## src/pkg/rlr_regs.svh

```systemverilog
// Opcodes, CDB field positions, sense codes and fixed data lengths
`ifndef RLR_REGS_SVH
`define RLR_REGS_SVH
`define RLR_OP_REL6      8'h17
`define RLR_OP_REL10     8'h57
`define RLR_OP_SA_IN     8'hA3
`define RLR_SA_REP_ID    5'h05
`define RLR_OP_LUN_LIST  8'hA0
`define RLR_TP_BIT       4
`define RLR_SA_MSB       4
`define RLR_B_OP         0
`define RLR_B_FLAGS      1
`define RLR_B_LUN_HI     4
`define RLR_B_LUN_LO     5
`define RLR_B_ALLOC      6
`define RLR_ST_GOOD      8'h00
`define RLR_ST_CHECK     8'h02
`define RLR_SK_NONE      4'h0
`define RLR_SK_NOT_READY 4'h2
`define RLR_SK_ILLEGAL   4'h5
`define RLR_ASC_NONE     8'h00
`define RLR_ASC_NOT_RDY  8'h04
`define RLR_ASC_BAD_OP   8'h20
`define RLR_ASC_BAD_FLD  8'h24
`define RLR_ID_HDR       33'h0_0000_0004
`define RLR_LUN_MIN      32'h0000_0010
`define RLR_LUN_LIST_LEN 8'h08
`define RLR_LUN_LEN_IDX  32'h0000_0003
`endif

```

## src/pkg/rlr_pkg.sv

```systemverilog
// Types shared by the command handler
package rlr_pkg;
	typedef enum logic [2:0] {
		RLR_ST_IDLE = 3'b001,
		RLR_ST_SEND = 3'b010,
		RLR_ST_DONE = 3'b100
	} rlr_state_type;
	typedef enum logic [1:0] {
		RLR_K_NONE = 2'b00,
		RLR_K_ID   = 2'b01,
		RLR_K_LUN  = 2'b10
	} rlr_kind_type;
endpackage

```

## src/core/rlr_cmd.sv

```systemverilog
// Release, device identifier report and logical unit list command handler
// Notes on behaviour
// - Opcodes 17h and 57h release the unit.
// - Release without reservation: Good, state kept.
// - Third party flag set gives invalid field.
// - Identifier and reservation id bytes ignored.
// - A3h/05h is identifier report; LUN, length.
// - Nonzero LUN in identifier report rejected.
// - Short allocation truncates identifier data silently.
// - Big-endian identifier length, never reduced.
// - Length zero until identifier set succeeds.
// - Identifier kept in external nonvolatile store.
// - Same identifier for every initiator.
// - Store not ready: immediate not ready check.
// - Unit list command A0h accepted whatever the reservation.
// - Unit list allocation below 16 rejected.
// - Unit list returns only entries that fit.
// - List length 8, reserved, one unit zero.
// - Data ends at available or requested count.
`include "rlr_regs.svh"
module rlr_cmd
	import rlr_pkg::*;
(
	input  wire logic        clk,
	input  wire logic        rst_n,
	input  wire logic        cdb_valid,
	output logic             cdb_ready,
	input  wire logic [95:0] cdb_bytes,
	input  wire logic        res_held,
	output logic             res_release,
	input  wire logic        nv_ready,
	input  wire logic [31:0] id_len,
	output logic [31:0]      id_addr,
	input  wire logic [7:0]  id_byte,
	output logic             din_valid,
	input  wire logic        din_ready,
	output logic [7:0]       din_data,
	output logic             din_last,
	output logic             cmd_done,
	output logic [7:0]       cmd_status,
	output logic [3:0]       sense_key,
	output logic [7:0]       sense_asc
);

	// ---------------------------------------------
	// Helpers
	// ---------------------------------------------
	function automatic logic [7:0] cdb_byte(input logic [95:0] c, input int i);
		cdb_byte = c[95 - 8 * i -: 8];
	endfunction

	// Byte idx of the returned parameter data for the given command kind
	function automatic logic [7:0] byte_at(input rlr_kind_type k,
		input logic [31:0] idx, input logic [31:0] len, input logic [7:0] idb);
		byte_at = 8'h00;
		if (k == RLR_K_ID) begin
			if (idx < 32'h0000_0004)
				byte_at = len[31 - 8 * idx[1:0] -: 8];
			else
				byte_at = idb;
		end else if (k == RLR_K_LUN && idx == `RLR_LUN_LEN_IDX) begin
			byte_at = `RLR_LUN_LIST_LEN;
		end
	endfunction

	// ---------------------------------------------
	// State
	// ---------------------------------------------
	rlr_state_type st_q, st_d;
	rlr_kind_type  kind_q, kind_d;
	logic [31:0]   cnt_q, cnt_d;
	logic [31:0]   lim_q, lim_d;
	logic [7:0]    data_q, data_d;
	logic          rel_q, rel_d;
	logic [7:0]    stat_q, stat_d;
	logic [3:0]    sk_q, sk_d;
	logic [7:0]    asc_q, asc_d;

	logic [7:0]  op;
	logic [7:0]  flags;
	logic [15:0] lun;
	logic [31:0] alloc;
	logic        acc;
	logic        is_rel;
	logic        is_id;
	logic        is_lun;
	logic [31:0] nxt_idx;

	assign op     = cdb_byte(cdb_bytes, `RLR_B_OP);
	assign flags  = cdb_byte(cdb_bytes, `RLR_B_FLAGS);
	assign lun    = {cdb_byte(cdb_bytes, `RLR_B_LUN_HI),
		cdb_byte(cdb_bytes, `RLR_B_LUN_LO)};
	assign alloc  = {cdb_byte(cdb_bytes, `RLR_B_ALLOC),
		cdb_byte(cdb_bytes, `RLR_B_ALLOC + 1),
		cdb_byte(cdb_bytes, `RLR_B_ALLOC + 2),
		cdb_byte(cdb_bytes, `RLR_B_ALLOC + 3)};
	assign acc    = cdb_valid && st_q == RLR_ST_IDLE;
	assign is_rel = op == `RLR_OP_REL6 || op == `RLR_OP_REL10;
	assign is_id  = op == `RLR_OP_SA_IN
		&& flags[`RLR_SA_MSB:0] == `RLR_SA_REP_ID;
	assign is_lun = op == `RLR_OP_LUN_LIST;

	// Index of the byte to show next; the store answers in the same cycle
	always_comb begin
		nxt_idx = 32'h0000_0000;
		if (st_q == RLR_ST_SEND && din_ready)
			nxt_idx = cnt_q + 32'h0000_0001;
	end
	assign id_addr = nxt_idx - 32'h0000_0004;

	// ---------------------------------------------
	// Command sequencing
	// ---------------------------------------------
	always_comb begin
		logic [32:0] avail;
		avail  = 33'h0_0000_0000;
		st_d   = st_q;
		kind_d = kind_q;
		cnt_d  = cnt_q;
		lim_d  = lim_q;
		data_d = data_q;
		rel_d  = 1'b0;
		stat_d = stat_q;
		sk_d   = sk_q;
		asc_d  = asc_q;
		case (st_q)
			RLR_ST_IDLE: begin
				if (cdb_valid) begin
					st_d   = RLR_ST_DONE;
					kind_d = RLR_K_NONE;
					cnt_d  = 32'h0000_0000;
					lim_d  = 32'h0000_0000;
					stat_d = `RLR_ST_GOOD;
					sk_d   = `RLR_SK_NONE;
					asc_d  = `RLR_ASC_NONE;
					// Byte 2 and the device id byte are never looked at
					if (is_rel) begin
						if (flags[`RLR_TP_BIT]) begin
							stat_d = `RLR_ST_CHECK;
							sk_d   = `RLR_SK_ILLEGAL;
							asc_d  = `RLR_ASC_BAD_FLD;
						end else begin
							// Extent bit trusted clear by the host
							rel_d = res_held;
						end
					end else if (is_id) begin
						if (lun != 16'h0000) begin
							stat_d = `RLR_ST_CHECK;
							sk_d   = `RLR_SK_ILLEGAL;
							asc_d  = `RLR_ASC_BAD_FLD;
						end else if (!nv_ready) begin
							stat_d = `RLR_ST_CHECK;
							sk_d   = `RLR_SK_NOT_READY;
							asc_d  = `RLR_ASC_NOT_RDY;
						end else begin
							// Length comes from the shared store, zero until set
							avail  = {1'b0, id_len} + `RLR_ID_HDR;
							kind_d = RLR_K_ID;
							lim_d  = ({1'b0, alloc} < avail) ? alloc
								: avail[31:0];
						end
					end else if (is_lun) begin
						// Reservations are not consulted here
						if (alloc < `RLR_LUN_MIN) begin
							stat_d = `RLR_ST_CHECK;
							sk_d   = `RLR_SK_ILLEGAL;
							asc_d  = `RLR_ASC_BAD_FLD;
						end else begin
							kind_d = RLR_K_LUN;
							lim_d  = `RLR_LUN_MIN;
						end
					end else begin
						stat_d = `RLR_ST_CHECK;
						sk_d   = `RLR_SK_ILLEGAL;
						asc_d  = `RLR_ASC_BAD_OP;
					end
					// A zero length ends at once, keeping the status set by the branch above
					if (lim_d != 32'h0000_0000) begin
						st_d   = RLR_ST_SEND;
						data_d = byte_at(kind_d, 32'h0000_0000, id_len, id_byte);
					end
				end
			end
			RLR_ST_SEND: begin
				if (din_ready) begin
					cnt_d = nxt_idx;
					if (nxt_idx == lim_q)
						st_d = RLR_ST_DONE;
					else
						data_d = byte_at(kind_q, nxt_idx, id_len, id_byte);
				end
			end
			RLR_ST_DONE: begin
				st_d = RLR_ST_IDLE;
			end
			default: begin
				st_d = RLR_ST_IDLE;
			end
		endcase
	end

	always_ff @(posedge clk or negedge rst_n) begin
		if (!rst_n) begin
			st_q   <= RLR_ST_IDLE;
			kind_q <= RLR_K_NONE;
			cnt_q  <= 32'h0000_0000;
			lim_q  <= 32'h0000_0000;
			data_q <= 8'h00;
			rel_q  <= 1'b0;
			stat_q <= `RLR_ST_GOOD;
			sk_q   <= `RLR_SK_NONE;
			asc_q  <= `RLR_ASC_NONE;
		end else begin
			st_q   <= st_d;
			kind_q <= kind_d;
			cnt_q  <= cnt_d;
			lim_q  <= lim_d;
			data_q <= data_d;
			rel_q  <= rel_d;
			stat_q <= stat_d;
			sk_q   <= sk_d;
			asc_q  <= asc_d;
		end
	end

	// ---------------------------------------------
	// Outputs
	// ---------------------------------------------
	assign cdb_ready   = st_q == RLR_ST_IDLE;
	assign din_valid   = st_q == RLR_ST_SEND;
	assign din_data    = data_q;
	assign din_last    = din_valid && cnt_q + 32'h0000_0001 == lim_q;
	assign cmd_done    = st_q == RLR_ST_DONE;
	assign res_release = rel_q;
	assign cmd_status  = stat_q;
	assign sense_key   = sk_q;
	assign sense_asc   = asc_q;
endmodule

```

## config.mk

```make
export PLATFORM = sky130hd
export DESIGN_NAME = rlr_cmd
export DESIGN_NICKNAME = d
export VERILOG_FILES = /design/src/pkg/rlr_pkg.sv /design/src/core/rlr_cmd.sv
export VERILOG_INCLUDE_DIRS = /design/src /design/src/pkg
export SDC_FILE = /design/constraint.sdc
export NUM_CORES = 1
export LEC_CHECK = 0
export BUFFER_PORTS_ARGS = -buffer_cell sky130_fd_sc_hd__buf_2
export CORE_MARGIN = 2
export CORE_UTILIZATION = 24
export CTS_BUF_LIST = sky130_fd_sc_hd__clkbuf_8 sky130_fd_sc_hd__clkbuf_16
export DETAILED_ROUTE_END_ITERATION = 10
export GPL_ROUTABILITY_DRIVEN = 0
export PLACE_DENSITY_LB_ADDON = 0.2
export SYNTH_ARGS = -nofsm -noshare
export SYNTH_HDL_FRONTEND = slang
export SYNTH_SLANG_ARGS = --single-unit
export TNS_END_PERCENT = 20
```

## constraint.sdc

```tcl
create_clock -name clk -period 5.8 [get_ports clk]
set_clock_uncertainty 0.2 [all_clocks]
set_input_delay 0.87 -clock clk [delete_from_list [all_inputs] [get_ports clk]]
set_output_delay 0.87 -clock clk [all_outputs]
set_load 0.1 [all_outputs]
```

After elaboration in Yosys (flattened, before gate mapping) --
Cells that the tools add are included.
Word-level totals: bits of input ports 142, output and inout bits 65, register bits after elaboration 98, word-level logic and storage cells 108
Operators by class: shifts and indexed selects 1, muxes and demuxes 60, $add $sub $neg 4, magnitude comparators 3, reduce and logical (&&, ||, !) cells 12, equal/unequal tests 19
Operators with widths (count):
- $mux 32 | 10
- $mux 8 | 13
- $eq 32x32->1 | 2
- $pmux 32 s2 | 1
- $shiftx 39x33->8 | 1
- $add 32x3->33 const B | 1
- $lt 32x33->1 | 1
- $add 32x1->32 const B | 1
- $eq 32x2->1 const B | 1
- $lt 32x3->1 const B | 1
- $lt 32x5->1 const B | 1
- $reduce_bool 32->1 | 1
- $sub 32x3->32 const B | 1
- $mux 3 | 8
- $mux 2 | 11
- $mux 6 | 3
- $eq 8x8->1 const B | 2
- $mux 4 | 4
- $pmux 8 s2 | 1
- $reduce_bool 16->1 | 1
- $mux 5 | 2
- $eq 8x5->1 const B | 1
- $eq 8x7->1 const B | 1
- $mux 1 | 6
- other kinds (16) | 24

Logic depth before layout (Yosys ltp) --
Gate-level depths: netlist (run 1).
depth in word-level cells 13, depth in mapped cells 18, gate-level depth less buffers 17

Worst setup path before layout (run 1) --
No wires, ideal clock.
path type input -> output, from input din_ready, to output id_addr[26], arrival time 5.614 ns, cell stages on the path 14, data required time 4.730 ns, setup slack -0.884 ns, path buffers 5, cell sequence and4bb_1 -> buf_2 -> buf_1 -> clkbuf_1 -> clkbuf_1 -> nand2_1 -> ha_1 -> o21ai_0 -> nand2b_1 -> or4_4 -> buf_6 -> or2_1 -> nor2_1 -> xor2_1
Between the ends: cells in the longest elaborated chain, start to end 3
Ends and longest elaborated chain:
- start: declaration | line rlr_cmd.sv:36 | input wire logic din_ready,
- $logic_and 1x1->1 | line rlr_cmd.sv:106 | if (st_q == RLR_ST_SEND && din_ready)
- $mux 32 | line rlr_cmd.sv:106
- $sub 32x3->32 | line rlr_cmd.sv:109 | assign id_addr = nxt_idx - 32'h0000_0004;
- end: declaration | line rlr_cmd.sv:33 | output logic [31:0] id_addr,
No other way between the ends.

Final worst setup path (run 1) --
from register cnt_q[9], to output id_addr[25]
Between the ends: cells in the longest elaborated chain, start to end 3
Ends and longest elaborated chain:
- start: declaration | line rlr_cmd.sv:71 | logic [31:0] cnt_q, cnt_d;
- start signal: assignment | line rlr_cmd.sv:216 | cnt_q <= cnt_d;
- $add 32x1->32 | line rlr_cmd.sv:107 | nxt_idx = cnt_q + 32'h0000_0001;
- $mux 32 | line rlr_cmd.sv:106
- $sub 32x3->32 | line rlr_cmd.sv:109
No other way between the ends.

==> summary.txt, run 1 <==
CTS
  • Maximum level of the CTS H-tree: 3
  • Number of clock sinks: 82
  • Hold bufs inserted after CTS: 0
  • Clock network latency to the later pin of the worst-skew pair: 0.35 ns
  • Cell chosen for the clock root: sky130_fd_sc_hd__clkbuf_16
  • Number of setup buffers added after CTS: 0
  • Clock buffers created by TritonCTS: 9
  • CTS tree: yes
  • Clock-pin slew on the worst setup and hold paths: 0.07 ns
  • Clk buf depth: 2

Critical path
  • WP data required: 4.73 ns
  • CP max-delay cell: sky130_fd_sc_hd__nor3_1
  • Worst R2R Setup Slack: 0.98 ns
  • Worst r2r path cells: 12
  • Largest driver fanout on the critical path: 8
  • Cells traversed along the worst timing path: and4_1, nand4_1, nor3_1, mux2i_1, buf_4, nor2_1, nand3b_1, nor2_1, a211oi_1, a311oi_1, buf_12
  • Highest cell delay on the worst timing path: 0.73 ns
  • Most used cell, CP: sky130_fd_sc_hd__nor2_1
  • Data arrival time of the critical path: 4.44 ns
  • Launching element type of the critical path: flip-flop
  • Reg-to-reg critical path endpoint: din_data[5]$_DFFE_PN0P_
  • Type of element capturing the critical path: output pin
  • Critical register-to-register path startpoint: cnt_q[1]$_DFFE_PN0P_
  • Category of the most critical setup path: reg2out

Synthesis
  • Cell type with the largest total area after synthesis: sky130_fd_sc_hd__dfrtp_1
  • Main combinational cell family by area after synthesis: simple AND/OR/NAND/NOR gates
  • Area of the mapped netlist: 8610 um2
  • Share of synthesized area occupied by flip-flops and latches: 0.239
  • Portion of netlist area occupied by mux cells: 0.0564
  • Yosys warning count: 0
  • Biggest area contributors in the synthesized netlist: sky130_fd_sc_hd__dfrtp_1 (24%), sky130_fd_sc_hd__nand2_1 (7.6%), sky130_fd_sc_hd__xnor2_1 (7.1%)
  • Most frequent cells after synthesis: sky130_fd_sc_hd__nand2_1 (175), sky130_fd_sc_hd__o21ai_0 (87), sky130_fd_sc_hd__dfrtp_1 (81), sky130_fd_sc_hd__nor2_1 (81), sky130_fd_sc_hd__xnor2_1 (70)
  • Synth Area in Compound Gates: 0.175
  • Mean area per synthesized cell: 7.64 um2
  • Count of flip-flops with a built-in enable after synthesis: 0
  • Most numerous cell in the Yosys netlist: sky130_fd_sc_hd__nand2_1
  • Post-synthesis register bit count: 82
  • Count of unique library cells instantiated by Yosys: 84
  • Simple-gate portion of the synthesized area: 0.298
  • Adder-cell area share of the yosys netlist: 0.0509
  • Most instantiated flip-flop cell in the synthesis netlist: sky130_fd_sc_hd__dfrtp_1
  • Proportion of netlist area held by the largest area contributor: 0.235
  • Synth Instances: 1126
  • XOR/XNOR Fraction of Synth Area: 0.119
  • Async set-or-reset flop fraction in the synthesized netlist: 1.00

STA
  • Final sum of negative setup slack: 0 ns
  • RSZ-0062 raised after global routing: no
  • Slew headroom: 0.196
  • Period minus WS final: 5.51 ns
  • Hold Worst Slack: 0.247 ns
  • Fmax: 0.182 GHz
  • Worst-margin pin slew: 1.20 ns
  • Final setup violation count: 0
  • Period utilisation layout: 0.950
  • Final hold violations: 0
  • Post-route worst setup slack: 0.291 ns
  • Max-slew violations: 0

Floorplan
  • Number of core rows: 69
  • Die Span X: 193 um
  • Starting Density: 0.243
  • Total die area: 37400 um2
  • Ports: 207
  • Core Area: 35500 um2
  • Die Y: 193 um

Detailed routing
  • Count of vias placed by the detailed router: 8706
  • Initial drt markers: 573
  • Via-per-instance ratio: 5.04
  • TritonRoute pass-1 iters: 5
  • Average wire per cell in the routed design: 19.0 um
  • Drt total wl: 32.8 mm
  • Detail Route Antenna Nets: 0
  • Post-route DRC violation count: 0

GRT
  • Global router's overall resource usage: 0.173
  • Residual overflow from global routing: 0
  • Via count of the first global-routing pass: 8534
  • Initial antenna violation count: 3
  • Pin count of the biggest net entering global routing: 58
  • Wire length of the first global-routing pass: 50.9 mm

Min path
  • Worst Hold Class: in2async

Layout
  • NumNets Final: 1436
  • Proportion of layout cells with a drive suffix above 1: 0.201
  • Post-route cell area: 10300 um2
  • Count of fill cells added during filler insertion: 3863
  • Finished Layout Cells: 1726
  • Syn-to-layout area delta: 19.9%
  • Post-route core utilization: 0.291

Place
  • Count of input and output buffers: 157
  • Placed insts: 1709
  • Placed standard-cell area: 10000 um2
  • DPL Wire Length: 26.7 mm
  • Post-place setup slack: 0.387 ns

Power and ir drop
  • Static power due to leakage: 4.36 nW
  • Power per unit of standard cell area: 160 nW/um2
  • Max rail drop VDD: 0.000143 V
  • Power after layout: 1.65 mW

Outcome
  • Outcome: completed

Run
  • Number of maximum-capacitance constraint violations: 0
-- power by group --
group	internal, mW	leakage, nW	total (mW)	switching, mW
clock	0.293	0.130	0.570	0.277
sequential	0.584	1.13	0.592	0.00804
combinational	0.128	3.10	0.487	0.359
total	1.01	4.36	1.65	0.644
-- timing repair --
item / CTS / global route
hold endpoints to repair: 0 / 0
resized for setup: 0 / 1
endpoints found under the setup margin: 0 / 1
-- state kept, by name, summed over array words and instances (netlist names) --
register     flops
cnt_q           32
lim_q           32
din_data         8
st_q             3
kind_q           2
sense_key        2
cmd_status       1
res_release      1
sense_asc        1
-- how the worst max path moves through the flow --
stage | start | to | slack, ns | depth (start not counted)
3_3_place_gp | id_len[2] | din_data[4]$_DFFE_PN0P_ | 0.44 | 19
6_report | cnt_q[9]$_DFFE_PN0P_ | id_addr[25] | 0.29 | 11
3_5_place_dp | id_len[2] | din_data[2]$_DFFE_PN0P_ | 0.39 | 19
2_1_floorplan | din_ready | id_addr[25] | -0.54 | 12
4_1_cts | cnt_q[1]$_DFFE_PN0P_ | id_addr[25] | 0.28 | 12
5_1_grt | cnt_q[1]$_DFFE_PN0P_ | id_addr[25] | 0.006 | 12
-- routing by layer --
| metal | wire length [um] | GRT usage | up-vias |
|---|---|---|---|
| met1 | 15900 | 0.243 | 4116 |
| li1 | - | - | 4315 |
| met4 | 686 | 0.0441 | 4 |
| met5 | 28 | 0 | - |
| met3 | 1520 | 0.0286 | 32 |
| met2 | 14600 | 0.275 | 239 |
-- final cells by class --
| class | count | area, um2 | share of cell area |
|---|---|---|---|
| diodes | 1 | 2.50 | 0.000242 |
| clock buffers | 9 | 225 | 0.0218 |
| clock inverters | 7 | 52.6 | 0.00509 |
| inverters | 33 | 124 | 0.0120 |
| multi-input cells | 944 | 6150 | 0.596 |
| flip-flops and latches | 82 | 2050 | 0.199 |
| well taps | 461 | 577 | 0.0559 |
| repair buffers | 189 | 1130 | 0.110 |
-- critical path, delay by kind of cell, from the launching register on --
kind / cells / cell delay, ns
compound gates: 2 / 0.59
simple gates: 6 / 2.33
buf+inv: 2 / 0.43
mux: 1 / 0.16
flops: 1 / 0.55
-- cell usage in the layout (no fill, tap or decap), drive strengths merged, types with 36 or more instances in the layout --
cell type / netlist / routed
o21ai: 90 / 90
xnor2: 70 / 70
a21oi: 42 / 42
nand2: 176 / 176
dfrtp: 81 / 81
nand3: 43 / 43
xor2: 47 / 47
nor4: 42 / 42
buf: 36 / 189
inv: 33 / 36
nor2: 81 / 81
-- cells by family after synthesis --
family,after synthesis
AO/OA/AOI/OAI,237
multiplexers,47
adder cells (fa/ha/maj),35
flip-flops,82
other,1
AND/OR/NAND/NOR,494
XOR/XNOR,117
buffers and inverters,113
Power figures use the tool's default switching activity.
==> run 2: changes to the inputs <==
--- a/config.mk
+++ b/config.mk
@@ -6,12 +6,13 @@
 export SDC_FILE = /design/constraint.sdc
 export NUM_CORES = 1
 export LEC_CHECK = 0
-export BUFFER_PORTS_ARGS = -buffer_cell sky130_fd_sc_hd__buf_2
+export BUFFER_PORTS_ARGS = -buffer_cell sky130_fd_sc_hd__clkbuf_2
 export CORE_MARGIN = 2
 export CORE_UTILIZATION = 24
 export CTS_BUF_LIST = sky130_fd_sc_hd__clkbuf_8 sky130_fd_sc_hd__clkbuf_16
 export DETAILED_ROUTE_END_ITERATION = 10
 export GPL_ROUTABILITY_DRIVEN = 0
+export GPL_TIMING_DRIVEN = 0
 export PLACE_DENSITY_LB_ADDON = 0.2
 export SYNTH_ARGS = -nofsm -noshare
 export SYNTH_HDL_FRONTEND = slang
==> run 2 against run 1 <==
Via count is 5.6% higher. Global-route usage is 1.2 points higher. Die area stayed put. Clock power up 9.1%. Power rose by 5.3%. Combinational power up 7.2%. Critical path type is now in2reg. Sequential cell count unchanged. Register-to-register slack gained 0.13 ns. Largest cell class unchanged. Wire length rose by 7.2%. Core utilization up 0.64 points.
==> summary.txt, run 2 (synthesized netlist as in run 1, its figures left out) <==
CTS
  • Clock network latency to the later pin of the worst-skew pair: 0.36 ns (was 0.35 ns)
  • Cell chosen for the clock root: sky130_fd_sc_hd__clkbuf_16 (unchanged)
  • Clock buffers created by TritonCTS: 9 (unchanged)
  • Number of clock sinks: 82 (unchanged)
  • Clk buf depth: 2 (unchanged)
  • Maximum level of the CTS H-tree: 3 (unchanged)
  • CTS tree: yes (unchanged)
  • Clock-pin slew on the worst setup and hold paths: 0.07 ns (about the same)

Floorplan
  • Total die area: 37400 um2 (unchanged)
  • Starting Density: 0.243 (unchanged)
  • Number of core rows: 69 (unchanged)
  • Die Span X: 193 um (unchanged)
  • Core Area: 35500 um2 (unchanged)
  • Ports: 207 (unchanged)
  • Die Y: 193 um (unchanged)

GRT
  • Pin count of the biggest net entering global routing: 54 (was 58)
  • Global router's overall resource usage: 0.186 (was 0.173)
  • Wire length of the first global-routing pass: 54.0 mm (was 50.9 mm)
  • Via count of the first global-routing pass: 8947 (was 8534)
  • Residual overflow from global routing: 0 (unchanged)
  • Initial antenna violation count: 2 (was 3)

Layout
  • Proportion of layout cells with a drive suffix above 1: 0.208 (was 0.201)
  • Count of fill cells added during filler insertion: 3888 (was 3863)
  • Most frequent standard cell in the layout excluding fill and tap cells: sky130_fd_sc_hd__nand2_1 (unchanged)
  • NumNets Final: 1482 (was 1436)
  • Commonest cells after routing, fill and taps aside: sky130_fd_sc_hd__nand2_1 (174), sky130_fd_sc_hd__clkbuf_2 (145), sky130_fd_sc_hd__o21ai_0 (86) (was sky130_fd_sc_hd__nand2_1 (174), sky130_fd_sc_hd__buf_2 (150), sky130_fd_sc_hd__o21ai_0 (87))
  • Finished Layout Cells: 1771 (was 1726)
  • Post-route core utilization: 0.297 (was 0.291)
  • Antenna cells: 0 (was 1)
  • Syn-to-layout area delta: 22.5% (was 19.9%)

Critical path
  • Data arrival time of the critical path: 5.65 ns (was 4.44 ns)
  • Worst R2R Setup Slack: 1.11 ns (was 0.98 ns)
  • Launching element type of the critical path: input pin (was flip-flop)
  • Reg-to-reg critical path endpoint: din_data[3]$_DFFE_PN0P_ (was din_data[5]$_DFFE_PN0P_)
  • CP max-delay cell: sky130_fd_sc_hd__or4_1 (was sky130_fd_sc_hd__nor3_1)
  • Critical register-to-register path startpoint: cnt_q[1]$_DFFE_PN0P_ (unchanged)
  • Worst r2r path cells: 12 (unchanged)
  • Type of element capturing the critical path: flip-flop (was output pin)
  • Largest driver fanout on the critical path: 10 (was 8)
  • Category of the most critical setup path: in2reg (was reg2out)
  • Count of buffering cells on the critical path with inverters included: 2 (unchanged)
  • Cells traversed along the worst timing path: clkbuf_2, ha_1, nand4_1, or4_1, or2_1, nor2_1, xnor2_1, ha_1, a21oi_1, nor3_1, nor4_2, buf_4, o41a_1, nor2_1, and2_2, a41o_1, nand4bb_1, o211ai_4, mux2_2 (was and4_1, nand4_1, nor3_1, mux2i_1, buf_4, nor2_1, nand3b_1, nor2_1, a211oi_1, a311oi_1, buf_12)
  • WP data required: 5.84 ns (was 4.73 ns)
  • Top delay family on crit path: simple AND/OR/NAND/NOR gates (unchanged)
  • Highest cell delay on the worst timing path: 0.60 ns (was 0.73 ns)

Place
  • Placed insts: 1750 (was 1709)
  • DPL Wire Length: 28.7 mm (was 26.7 mm)
  • Count of input and output buffers: 149 (was 157)

STA
  • Final sum of negative setup slack: 0 ns (unchanged)
  • Period minus WS final: 5.60 ns (was 5.51 ns)
  • Worst-margin pin slew: 0.978 ns (was 1.20 ns)
  • Final hold violations: 0 (unchanged)
  • RSZ-0062 raised after global routing: yes (was no)
  • Slew headroom: 0.346 (was 0.196)
  • Max-slew violations: 0 (unchanged)
  • Period utilisation layout: 0.966 (was 0.950)
  • Fmax: 0.178 GHz (was 0.182 GHz)
  • Final setup violation count: 0 (unchanged)

Min path
  • Origin of the worst min-delay path: sense_key[1]$_DFFE_PN0P_
  • Worst Hold Class: reg2reg (was in2async)
  • Cell count of the worst hold path: 2
  • Hold Path End: sense_key[1]$_DFFE_PN0P_

Power and ir drop
  • Max rail drop VDD: 0.000132 V (was 0.000143 V)
  • Static power due to leakage: 4.51 nW (was 4.36 nW)
  • Power per unit of standard cell area: 165 nW/um2 (was 160 nW/um2)

Run
  • Number of maximum-capacitance constraint violations: 0 (unchanged)

Detailed routing
  • Detail Route Antenna Nets: 0 (unchanged)
  • TritonRoute pass-1 iters: 5 (unchanged)
  • Initial drt markers: 666 (was 573)
  • Count of vias placed by the detailed router: 9192 (was 8706)
  • Drt total wl: 35.1 mm (was 32.8 mm)
  • Via-per-instance ratio: 5.19 (was 5.04)
  • Average wire per cell in the routed design: 19.8 um (was 19.0 um)
  • Post-route DRC violation count: 0 (unchanged)

Outcome
  • Outcome: completed (unchanged)
==> run 2: cell count changes in the layout (fill, tap and decap cells not counted), sizes merged <==
cell	change
buf	-142
bufinv	+1
clkinv	+2
clkbuf	+188
clkinvlp	-3
diode	-1
==> run 2: worst max path at each step <==
stage,startpoint,to,slack [ns],depth (start not counted)
floorplan,din_ready,id_addr[25],-0.54,12
global placement,din_ready,id_addr[30],-1.0,16
detailed placement,din_ready,id_addr[30],-0.99,16
CTS,din_ready,id_addr[25],0.02,13
global route,cnt_q[1]$_DFFE_PN0P_,id_addr[25],-0.03,12
finish,id_len[2],din_data[3]$_DFFE_PN0P_,0.20,19
==> run 2: metrics by stage <==
| step | setup slack (ns) | hold slack, ns | cell area, um2 | power [mW] |
|---|---|---|---|---|
| 2_1_floorplan | -0.544 | 0.252 | 8720 | 0.925 |
| 3_3_place_gp | -0.997 | 0.258 | 10000 | 1.11 |
| 3_5_place_dp | -0.993 | 0.265 | 10100 | 1.11 |
| 4_1_cts | 0.0162 | 0.280 | 10400 | 1.74 |
| 5_1_grt | -0.0254 | 0.316 | 10500 | 1.82 |
| 6_report | 0.197 | 0.272 | 10500 | 1.74 |
==> run 2: per-layer routing <==
| metal | vias up | routed length [um] | track usage |
|---|---|---|---|
| met2 | 327 | 15800 | 0.297 |
| met3 | 47 | 2150 | 0.0359 |
| li1 | 4413 | - | - |
| met5 | - | 25 | 0 |
| met4 | 4 | 855 | 0.0512 |
| met1 | 4401 | 16300 | 0.254 |
==> run 2: worst register-to-register path, cell delays in order, from the launching register on <==
cell                        delay, ns
sky130_fd_sc_hd__dfrtp_1         0.49
sky130_fd_sc_hd__ha_1            0.37
sky130_fd_sc_hd__nand3_1         0.37
sky130_fd_sc_hd__nor4_2          0.39
sky130_fd_sc_hd__mux2i_1         0.34
sky130_fd_sc_hd__nor4_4          0.31
sky130_fd_sc_hd__o211ai_2        0.22
sky130_fd_sc_hd__or4_4           0.56
sky130_fd_sc_hd__buf_6           0.16
sky130_fd_sc_hd__nor3_4          0.59
sky130_fd_sc_hd__o2111ai_1       0.23
sky130_fd_sc_hd__o211ai_1        0.21
sky130_fd_sc_hd__mux2_2          0.21
==> run 2: where the power goes <==
| part | total (mW) | internal (mW) | switching, mW |
|---|---|---|---|
| registers | 0.593 | 0.584 | 0.00899 |
| clock network | 0.622 | 0.339 | 0.283 |
| logic | 0.522 | 0.141 | 0.380 |
| total | 1.74 | 1.06 | 0.673 |
==> run 2: final cells by class <==
cell class,instances,area (um2),share of cell area
timing repair buffer,158,875,0.0829
clock inverter,7,75.1,0.00712
sequential,82,2050,0.195
clock buffer,9,225,0.0214
buffer,77,403,0.0382
multi-input combinational,944,6220,0.589
tap,461,577,0.0547
inverter,33,124,0.0117
==> run 2: timing repair <==
item	CTS	global route
pin swaps	0	4
resized for setup	18	15
setup endpoints to repair	28	18
gates cloned	0	0
hold buffers	0	0
setup buffers	0	8
